## config.mk

```make
export PLATFORM = sky130hd
export DESIGN_NAME = ddc_host
export DESIGN_NICKNAME = d
export VERILOG_FILES = /design/src/pkg/ddc_pkg.sv /design/src/hdl/ddc_host.sv
export SDC_FILE = /design/constraint.sdc
export NUM_CORES = 1
export LEC_CHECK = 0
export BUFFER_PORTS_ARGS = -buffer_cell sky130_fd_sc_hd__buf_4
export CAP_MARGIN = 25
export CORE_MARGIN = 1.5
export CORE_UTILIZATION = 43
export CTS_BUF_LIST = sky130_fd_sc_hd__clkbuf_8 sky130_fd_sc_hd__clkbuf_16
export CTS_CLUSTER_DIAMETER = 150
export CTS_CLUSTER_SIZE = 12
export DETAILED_ROUTE_END_ITERATION = 8
export PLACE_DENSITY = 0.73
export SYNTH_ARGS = -nofsm -noshare
export SYNTH_HDL_FRONTEND = slang
export SYNTH_SLANG_ARGS = --single-unit
```

## constraint.sdc

```tcl
create_clock -name clock -period 1.7 [get_ports clock]
set_clock_uncertainty 0.1 [all_clocks]
set_input_delay 0.085 -clock clock [delete_from_list [all_inputs] [get_ports clock]]
set_output_delay 0.085 -clock clock [all_outputs]
set_load 0.05 [all_outputs]
```

## src/pkg/ddc_pkg.sv

```systemverilog
// Package for the dual converter parallel load controller
`default_nettype none
package ddc_pkg;

  localparam int CODE_W = 16;
  localparam logic [15:0] CODE_ZERO = 16'h0000;
  localparam logic [15:0] CODE_MID  = 16'h8000;

  // Pin timing in ns, converted to cycles at the 40 ns clock
  localparam int CLK_PERIOD_NS = 40;
  localparam int T_SETUP_NS    = 10;
  localparam int T_PULSE_NS    = 10;
  localparam int T_HOLD_NS     = 0;
  localparam int SETUP_CYC = ((T_SETUP_NS + CLK_PERIOD_NS - 1) / CLK_PERIOD_NS) < 1 ? 1 :
                             ((T_SETUP_NS + CLK_PERIOD_NS - 1) / CLK_PERIOD_NS);
  localparam int PULSE_CYC = ((T_PULSE_NS + CLK_PERIOD_NS - 1) / CLK_PERIOD_NS) < 1 ? 1 :
                             ((T_PULSE_NS + CLK_PERIOD_NS - 1) / CLK_PERIOD_NS);
  localparam int HOLD_CYC  = ((T_HOLD_NS + CLK_PERIOD_NS - 1) / CLK_PERIOD_NS) < 1 ? 1 :
                             ((T_HOLD_NS + CLK_PERIOD_NS - 1) / CLK_PERIOD_NS);

  // Channel select codes as {hi, lo}
  localparam logic [1:0] SEL_A    = 2'h0;
  localparam logic [1:0] SEL_NONE = 2'h1;
  localparam logic [1:0] SEL_BOTH = 2'h2;
  localparam logic [1:0] SEL_B    = 2'h3;

  // Command codes
  typedef enum logic [2:0] {
    DDC_CMD_WRITE   = 3'h0,
    DDC_CMD_LOAD    = 3'h1,
    DDC_CMD_WR_LOAD = 3'h2,
    DDC_CMD_PULSE   = 3'h3,
    DDC_CMD_CLEAR   = 3'h4
  } ddc_cmd_t;

  typedef struct packed {
    ddc_cmd_t          cmd;
    logic [1:0]        sel;
    logic [CODE_W-1:0] code;
    logic              mid;
  } ddc_req_t;

  typedef struct packed {
    logic [CODE_W-1:0] code_bus;
    logic              channel_sel_hi;
    logic              channel_sel_lo;
    logic              write_n;
    logic              output_load;
    logic              clear_n;
    logic              clear_level_select;
  } ddc_pins_t;

  // Strobe levels that move together at each phase edge
  typedef struct packed {
    logic write_n;
    logic output_load;
    logic clear_n;
  } ddc_strobe_t;

  // Idle pins: no channel selected, strobes inactive, clear released
  localparam ddc_pins_t PINS_IDLE = '{code_bus: CODE_ZERO,
                                      channel_sel_hi: SEL_NONE[1],
                                      channel_sel_lo: SEL_NONE[0],
                                      write_n: 1'b1,
                                      output_load: 1'b0,
                                      clear_n: 1'b1,
                                      clear_level_select: 1'b0};
  localparam ddc_strobe_t STROBE_IDLE = '{write_n: 1'b1, output_load: 1'b0, clear_n: 1'b1};

endpackage
`default_nettype wire

```

## src/hdl/ddc_host.sv

```systemverilog
// Host controller driving the dual converter load pins
`timescale 1ns/1ps
`default_nettype none

// Function
// Drive 16-bit code bus, two select lines, active-low write strobe per write.
// Select hi/lo: 00 A, 01 none, 10 both, 11 B.
// Clear low forces all registers to zero or midscale asynchronously.
// Write low, load low: selected input registers take the code.
// Write high, load high: input registers copy into converter registers.
// Write low, load high: code passes through to converter registers.
// Tied strobe pulse: capture on fall, transfer on rise.
// Select lines settle before the write strobe falls.
// Write both channels separately, then one load updates both together.
// Clear level select low gives zero, high gives midscale.
// Code bit 15 is the most significant bit.
// Write high, load low: nothing changes.
// Midscale clear value is 0x8000.
module ddc_host
  import ddc_pkg::*;
(
  // Clock and reset
  input  wire logic               clock,
  input  wire logic               rst_n,
  // Command port
  input  wire logic               req_valid,
  input  wire ddc_pkg::ddc_req_t  req,
  output logic                    req_ready,
  output logic                    done,
  // Device pins
  output var ddc_pkg::ddc_pins_t  pins
);
  import ddc_pkg::*;

  // ==========================================================
  // Sequencer types and state
  typedef enum logic [2:0] {
    DDC_IDLE   = 3'h0,
    DDC_SETUP  = 3'h1,
    DDC_STROBE = 3'h2,
    DDC_HOLD   = 3'h3,
    DDC_DONE   = 3'h4
  } ddc_state_t;

  localparam int CNT_W = 4;

  ddc_state_t       state;
  ddc_state_t       next_state;
  logic [CNT_W-1:0] count;
  logic [CNT_W-1:0] next_count;
  ddc_req_t         cur;
  ddc_req_t         next_cur;
  ddc_pins_t        next_pins;
  logic             next_done;
  logic             take;
  logic             phase_end;

  // ==========================================================
  // Helpers
  function automatic logic [CNT_W-1:0] cyc(input int n);
    cyc = CNT_W'(n - 1);
  endfunction

  // Strobe levels during the active phase of a command
  function automatic ddc_strobe_t strobe_active(input ddc_cmd_t cmd);
    ddc_strobe_t s;
    s = STROBE_IDLE;
    unique case (cmd)
      DDC_CMD_WRITE: begin
        s.write_n = 1'b0;
      end
      DDC_CMD_LOAD: begin
        s.output_load = 1'b1;
      end
      DDC_CMD_WR_LOAD: begin
        s.write_n     = 1'b0;
        s.output_load = 1'b1;
      end
      DDC_CMD_PULSE: begin
        // Tied strobe: both low captures the code
        s.write_n     = 1'b0;
        s.output_load = 1'b0;
      end
      DDC_CMD_CLEAR: begin
        s.clear_n = 1'b0;
      end
      default: begin
        s = STROBE_IDLE;
      end
    endcase
    return s;
  endfunction

  // Tied strobe returns high together, so its rising edge moves input to converter
  function automatic ddc_strobe_t strobe_release(input ddc_cmd_t cmd);
    ddc_strobe_t s;
    s = STROBE_IDLE;
    if (cmd == DDC_CMD_PULSE) begin
      s.output_load = 1'b1;
    end
    return s;
  endfunction

  function automatic ddc_pins_t apply_strobe(input ddc_pins_t p, input ddc_strobe_t s);
    ddc_pins_t r;
    r             = p;
    r.write_n     = s.write_n;
    r.output_load = s.output_load;
    r.clear_n     = s.clear_n;
    return r;
  endfunction

  // ==========================================================
  // Handshake
  assign req_ready = (state == DDC_IDLE);
  assign take      = req_valid && req_ready;
  assign phase_end = (count == '0);

  // ==========================================================
  // Phase sequencer
  always_comb begin
    next_state = state;
    next_count = count;
    unique case (state)
      DDC_IDLE: begin
        if (take) begin
          next_count = cyc(SETUP_CYC);
          next_state = DDC_SETUP;
        end
      end
      DDC_SETUP: begin
        if (phase_end) begin
          next_count = cyc(PULSE_CYC);
          next_state = DDC_STROBE;
        end else begin
          next_count = count - 1'b1;
        end
      end
      DDC_STROBE: begin
        if (phase_end) begin
          next_count = cyc(HOLD_CYC);
          next_state = DDC_HOLD;
        end else begin
          next_count = count - 1'b1;
        end
      end
      DDC_HOLD: begin
        if (phase_end) begin
          next_state = DDC_DONE;
        end else begin
          next_count = count - 1'b1;
        end
      end
      DDC_DONE: begin
        next_state = DDC_IDLE;
      end
      default: begin
        next_count = '0;
        next_state = DDC_IDLE;
      end
    endcase
  end

  always_ff @(posedge clock) begin
    if (!rst_n) begin
      state <= DDC_IDLE;
      count <= '0;
    end else begin
      state <= next_state;
      count <= next_count;
    end
  end

  // ==========================================================
  // Request capture
  always_comb begin
    next_cur = cur;
    if (take) begin
      next_cur = req;
    end
  end

  always_ff @(posedge clock) begin
    if (!rst_n) begin
      cur <= '0;
    end else begin
      cur <= next_cur;
    end
  end

  // ==========================================================
  // Pin drive
  always_comb begin
    next_pins = pins;
    unique case (state)
      DDC_IDLE: begin
        if (take) begin
          // Code and select settle a full phase ahead of any strobe
          next_pins.code_bus           = req.code;
          next_pins.channel_sel_hi     = req.sel[1];
          next_pins.channel_sel_lo     = req.sel[0];
          next_pins.clear_level_select = req.mid;
        end
      end
      DDC_SETUP: begin
        if (phase_end) begin
          next_pins = apply_strobe(pins, strobe_active(cur.cmd));
        end
      end
      DDC_STROBE: begin
        if (phase_end) begin
          next_pins = apply_strobe(pins, strobe_release(cur.cmd));
        end
      end
      DDC_HOLD: begin
        if (phase_end) begin
          // Write high, load low leaves the registers alone
          next_pins = apply_strobe(pins, STROBE_IDLE);
        end
      end
      DDC_DONE: begin
        next_pins = pins;
      end
      default: begin
        next_pins = apply_strobe(pins, STROBE_IDLE);
      end
    endcase
  end

  always_ff @(posedge clock) begin
    if (!rst_n) begin
      pins <= PINS_IDLE;
    end else begin
      pins <= next_pins;
    end
  end

  // ==========================================================
  // Completion pulse
  always_comb begin
    next_done = (state == DDC_DONE);
  end

  always_ff @(posedge clock) begin
    if (!rst_n) begin
      done <= 1'b0;
    end else begin
      done <= next_done;
    end
  end

endmodule
`default_nettype wire

```

==> summary.md, run 1 <==
| Metric | Value |
|---|---|
| Router iterations before antenna repair | 5 |
| Worst-Skew Late Latency | 0.28 ns |
| Internal Power | just under 2 mW |
| Peak VDD IR | just over 0.8 mV |
| Final Critical Period | 1.64 ns |
| Final Cell Area | approximately 0.0022 mm2 |
| Slew Viols, Final | 0 |
| Initial antenna violation count | 0 |
| Total power | 3.41 mW |
| Antenna Nets Post-Route | 0 |
| Number of port buffers | 48 |
| Hold Crit Class | in2reg |
| Status | complete, no violations |
| Fin cells | ~290 |
| Vias per Instance | a little under 5 |
| Hold Slack | 0.0243 ns |
| Post-synthesis sequential area ratio | around 48% |
| Reg power frac | about 33% |
| Die X | ~60 um |
| Critical Path AT | around 1.8 ns |
| LEAKAGE | ~0.94 nW |
| FFs w/ async S/R, synth | 0% |
| Ratio of cells with drive above 1 in the final layout | between 30% and 40% |
| Sequential cell area | 664 um2 |
| DRC | 0 |
| Delay-heaviest family, CP | simple AND/OR/NAND/NOR gates |
| Met2 routed WL | roughly 1800 um |
| Crit path cell chain | inv_2 > ha_4 > and4bb_4 > a32o_2 > or3_1 > a21oi_1 |
| Total wire length | between 3000 and 4000 um |
| Placed insts | 255 |
| Final Hold Vio Count | 0 |
| Initial Util | 45.0% |
| Clock tree from TritonCTS | yes |
| Worst-margin pin slew | 0.427 ns |
| Mean Syn Cell Area | between 8 and 9 um2 |
| Die height | 59.6 um |
| Netlist cell types | 32 |
| Clock sinks | 33 |
| Switching Fraction | about 42% |
| Critical path class | reg2reg |
| GRT overflow | 0 |
| TritonCTS buffer count | 5 |
| Layout Utilization | between 70% and 80% |
| Combinational Power Share | about half |
| Multi-input combinational cell area | roughly 700 um2 |
| Die area | 0.00355 mm2 |
| Required @ worst endpoint | 1.81 ns |
| Crit-path max FO | 6 |
| Max-cap violations | 0 |
| CP max stage delay | roughly 0.34 ns |
| M1 WL | around 1500 um |
| CP max-delay cell | dfxtp_2 |
| Diode count | 0 |
| Starting DRT DRC Count | 37 |
| Htree depth | 2 |
| Post-placement cell area | ~0.0018 mm2 |
| RSZ-0062 raised after global routing | no |
| Fmax achieved | 609 MHz |
| Core area | 0.00305 mm2 |
| Fillcell total | about 220 |
| Yosys warnings | 0 |
| First-pass GRT wire length | 5880 um |
| Area growth syn-to-layout | 57.2% |
| Dpl hpwl | roughly 2300 um |
| Routed len/inst | approximately 12 um |
| Dominant synthesized flop cell | dfxtp_1 |
| Clock power share | between 10% and 20% |
| Pin count of the biggest net entering global routing | 29 |
| Top sig layer | met4 |
| Final #Nets | ~270 |
| Mapped cell area | roughly 0.0014 mm2 |
| Crit end category | flip-flop |
| Vias in the first global route | around 1400 |
| Synth Instances | 163 |
| CP Launch Type | flip-flop |
| EDFF count, synth | 0 |
| Clock slew at reported path FFs | approximately 0.070 ns |
| CP Buf/Inv Count | 1 |
| P_sw | between 1 and 1.5 mW |
| Clk buf depth | 2 |
| Root buf cell | clkbuf_8 |
| Period utilization | between 90% and 100% |
| Placement Rows | 20 |
| Placer Congestion | about 0.8 |
| Final setup fails | 0 |
| Met3 WL | approximately 180 um |
| Pwr per Cell Area | about 1600 mW/mm2 |
| All-layer global routing usage | 22.8% |
| Vias | around 1400 |
| Relative slew slack | a little over two thirds |
| Number of synthesized register bits | 33 |
| I/O Pins | 49 |
| Mapped Nets | 190 |
-- worst paths after layout --
path	start	to	slack (ns)	depth (start not counted)
worst max-delay path	count[1]$_SDFFE_PN0P_	count[3]$_SDFFE_PN0P_	0.06	6
worst max register to register	count[1]$_SDFFE_PN0P_	count[3]$_SDFFE_PN0P_	0.06	6
worst min-delay path	rst_n	pins[4]$_SDFFE_PN1P_	0.02	2
worst min register to register	pins[21]$_SDFFE_PN0P_	pins[21]$_SDFFE_PN0P_	0.36	2
-- cells in the final DEF (no fill, tap or decap), drive strengths merged --
master | Yosys | layout
ha | 2 | 2
o22ai | 1 | 1
nand3b | 1 | 1
nor3b | 1 | 1
o21ai | 5 | 5
or3 | 3 | 3
clkbuf | 4 | 5
buf | 4 | 57
o2111ai | 1 | 1
a21oi | 3 | 3
a22oi | 1 | 1
and4 | 1 | 1
a2111oi | 1 | 1
dfxtp | 33 | 33
nand3 | 3 | 3
nand2 | 49 | 49
a32o | 1 | 1
nor3 | 2 | 2
inv | 6 | 9
and3 | 1 | 1
nor2 | 7 | 7
mux2 | 1 | 1
nor4b | 1 | 1
o211ai | 2 | 2
a21boi | 22 | 22
xnor2 | 2 | 2
dlygate4sd3 | 0 | 22
a211oi | 1 | 1
and4bb | 1 | 1
nand2b | 3 | 3
-- power groups by stage --
stage / logic [mW] / clock network [mW] / registers, mW
after floorplan: 0.844 / 0 / 1.38
after global placement: 1.56 / 0 / 1.10
after detailed placement: 1.62 / 0 / 1.12
after CTS: 1.69 / 0.558 / 1.11
after global routing: 1.90 / 0.592 / 1.15
final: 1.74 / 0.540 / 1.13
-- cells by family after synthesis --
logic type	after synthesis	share of synthesized area [%]
adders and majority gates	2	1.82
DFF	33	48.0
and+or+nand+nor	73	23.8
buffers and inverters	14	4.55
AOI/OAI and AO/OA	38	19.7
xor gates and xnor gates	2	1.27
muxes	1	0.819
-- state kept, by name, summed over array words and instances (netlist names) --
name and count:
done 1, state 3, pins 22, count 4, cur 3
-- cells in the mapped netlist, types with 2 or more instances --
library cell / number / area (um2)
a21boi_0: 19 / 143
a21boi_1: 3 / 22.5
a21oi_1: 3 / 15.0
buf_2: 2 / 10.0
clkbuf_1: 4 / 15.0
dfxtp_1: 33 / 661
ha_1: 2 / 25.0
inv_1: 6 / 22.5
nand2_1: 49 / 184
nand2b_1: 3 / 18.8
nand3_1: 3 / 15.0
nor2_1: 7 / 26.3
nor3_1: 2 / 10.0
o211ai_1: 2 / 15.0
o21ai_0: 5 / 25.0
or3_1: 3 / 18.8
xnor2_1: 2 / 17.5
-- layer usage --
layer,global-route usage [%],up-vias
met5,0,-
met2,40.2,52
met1,23.6,627
li1,-,705
met3,8.73,7
met4,11.1,0
-- layout make-up --
class                           count  share of cell area (%)
Multi-Input combinational cell    116                    32.0
Sequential cell                    33                    30.7
Timing Repair Buffer               79                    30.0
Clock buffer                        5                    3.18
Tap cell                           44                    2.55
Inverter                            6                    1.04
Clock inverter                      3                   0.521
-- repair_timing --
item	in CTS	in global routing
pin swaps	2	2
resized for setup	3	6
buffers inserted	1	0
setup endpoints to repair	4	7
hold endpoints to repair	22	0
hold buffers	22	0
-- stage by stage --
stage | worst slack [ns] | TNS (ns)
floorplan | 0.0435 | 0
finish | 0.0572 | 0
CTS | 0.00709 | 0
detailed placement | -0.0479 | -0.0912
global placement | 0.0590 | 0
global route | 0.000765 | 0
Power figures use the tool's default switching activity.
==> inputs of run 2 (changes only) <==
--- a/config.mk
+++ b/config.mk
@@ -7,7 +7,7 @@
 export LEC_CHECK = 0
 export BUFFER_PORTS_ARGS = -buffer_cell sky130_fd_sc_hd__buf_4
 export CAP_MARGIN = 25
-export CORE_MARGIN = 1.5
+export CORE_MARGIN = 8
 export CORE_UTILIZATION = 43
 export CTS_BUF_LIST = sky130_fd_sc_hd__clkbuf_8 sky130_fd_sc_hd__clkbuf_16
 export CTS_CLUSTER_DIAMETER = 150
==> run 2 against run 1 <==
Clock-buffer cell count grew 2. Largest power group unchanged. Total power increased by 5.1%. Register-to-register slack got worse by 0.02 ns. First-iteration DRC count increased to 2.6 times the previous value.
==> summary.md, run 2 (synthesis results as in run 1) <==
| Metric | Value |
|---|---|
| Status | complete, no violations |
| Fin cells | 286 |
| Crit. Startpoint | count[1]$_SDFFE_PN0P_ |
| Clock tree from TritonCTS | yes |
| Router iterations before antenna repair | 4 |
| CP Launch Type | flip-flop |
| All-layer global routing usage | between 15 and 20% |
| Commonest non-fill, non-tap cell in the layout | buf_4 |
| Final Hold Vio Count | 0 |
| Fillcell total | about 230 |
| Most frequent cells in the layout | buf_4, nand2_1, dfxtp_1 |
| Placed insts | 255 |
| Area growth syn-to-layout | 59.0% |
| GRT overflow | 0 |
| Core area | 0.00305 mm2 |
| Dpl hpwl | roughly 2700 um |
| Relative slew slack | between 60 and 70% |
| LEAKAGE | 0.944 nW |
| Clk buf depth | 2 |
| Setup TNS | 0 ns |
| TritonCTS buffer count | 5 |
| Die X | about 73 um |
| Placer Congestion | a little over 0.8 |
| Peak VDD IR | about 0.86 mV |
| Crit Reg-Reg Startpoint | count[1]$_SDFFE_PN0P_ |
| Initial antenna violation count | 0 |
| DRC | 0 |
| Max reg flops | 22 |
| Vias per Instance | a little under 5 |
| Initial Util | a little under half |
| Ratio of cells with drive above 1 in the final layout | roughly a third |
| Top flop regs | pins: 22 flops, count: 4 flops |
| Total wire length | between 4000 and 5000 um |
| Worst-Skew Late Latency | just under 0.3 ns |
| Vias | ~1400 |
| Root buf cell | clkbuf_8 |
| Pwr per Cell Area | between 1500 and 2000 mW/mm2 |
| Die height | 72.6 um |
| Hold Crit Class | in2reg |
| Final Critical Period | around 1.7 ns |
| Crit path cell chain | inv_2 > ha_4 > and4bb_4 > a32o_2 > or3_1 > a21oi_2 |
| CP max-delay cell | or3_1 |
| Worst reg2reg path endpoint | count[2]$_SDFFE_PN0P_ |
| Critical Path AT | 1.78 ns |
| Slew Viols, Final | 0 |
| Period utilization | a little over nine tenths |
| Diode count | 0 |
| Antenna Nets Post-Route | 0 |
| Fmax achieved | ~600 MHz |
| I/O Pins | 49 |
| Starting DRT DRC Count | 97 |
| Top reg by flops | pins |
| Crit end category | flip-flop |
| Die area | around 0.0053 mm2 |
| Worst r2r path cells | 6 |
| R2r setup slk | about 0.038 ns |
| Max-cap violations | 0 |
| CP max stage delay | ~0.34 ns |
| Final #Nets | between 200 and 300 |
| Required @ worst endpoint | around 1.8 ns |
| Pin count of the biggest net entering global routing | 29 |
| Worst-margin pin slew | around 0.46 ns |
| Layout Utilization | a little under three quarters |
| Routed len/inst | about 14 um |
| Htree depth | 2 |
| Critical path class | reg2reg |
| Number of port buffers | 48 |
| Placement Rows | 20 |
| Vias in the first global route | roughly 1500 |
| Crit-path max FO | 6 |
| First-pass GRT wire length | between 6000 and 7000 um |
| RSZ-0062 raised after global routing | yes |
| Clock slew at reported path FFs | 0.07 ns |
| Critical path capture point | count[2]$_SDFFE_PN0P_ |
| Final setup fails | 0 |
| Clock sinks | 33 |
run 2: where the power goes:
group | switching, mW | internal [mW] | total (mW)
Combinational | 1.08 | 0.751 | 1.83
Clock | 0.280 | 0.366 | 0.646
Sequential | 0.146 | 0.958 | 1.10
run 2: stage by stage:
step | setup WS (ns) | hold slack [ns] | power [mW] | instance area [um2]
2_1_floorplan | 0.0435 | 0.109 | 2.22 | 1380
3_3_place_gp | 0.0564 | 0.200 | 2.67 | 1820
3_5_place_dp | -0.0595 | 0.222 | 2.77 | 1820
4_1_cts | -0.00103 | 0.0220 | 3.50 | 2160
5_1_grt | -0.0347 | 0.0373 | 3.84 | 2190
6_report | 0.0384 | 0.0310 | 3.58 | 2190
run 2: what timing repair did:
| action | in CTS | in global routing |
|---|---|---|
| endpoints found under the setup margin | 2 | 7 |
| buffers inserted | 1 | 0 |
| resized for setup | 3 | 9 |
| pin swaps | 2 | 2 |
| hold buffers | 22 | 0 |
| hold endpoints to repair | 22 | 0 |
run 2: worst min-delay path by stage:
stage,cells after the start,to,slack [ns],startpoint
floorplan,2,pins[4]$_SDFFE_PN1P_,0.11,req[17]
global placement,3,pins[4]$_SDFFE_PN1P_,0.20,req[17]
detailed placement,3,pins[4]$_SDFFE_PN1P_,0.22,req[17]
CTS,2,pins[4]$_SDFFE_PN1P_,0.02,rst_n
global route,2,pins[4]$_SDFFE_PN1P_,0.04,rst_n
finish,2,pins[4]$_SDFFE_PN1P_,0.03,rst_n
run 2: layout make-up:
class                   count  area, um2  area share [%]
clock inverters             1       5.00           0.229
flip-flops and latches     33        663            30.3
clock buffers               7       96.3            4.41
multi-input cells         116        696            31.8
inverters                   6       22.5            1.03
well taps                  44       55.1            2.52
repair buffers             79        648            29.7
run 2: worst max-delay path, delay by kind of cell (launching register included):
family                     cells  cell delay [ns]
and+or+nand+nor                2             0.53
AOI/OAI and AO/OA              2             0.43
DFF                            1             0.33
buffers and inverters          1             0.06
adders and majority gates      1             0.16
run 2: metal layers:
metal  wire length (um)  vias to the layer above  GRT usage, %
met2               2030                       53          27.1
met5                  0                        -             0
met4                 71                        0          7.56
met3                326                        9          7.85
li1                   -                      700             -
met1               1580                      651          15.9
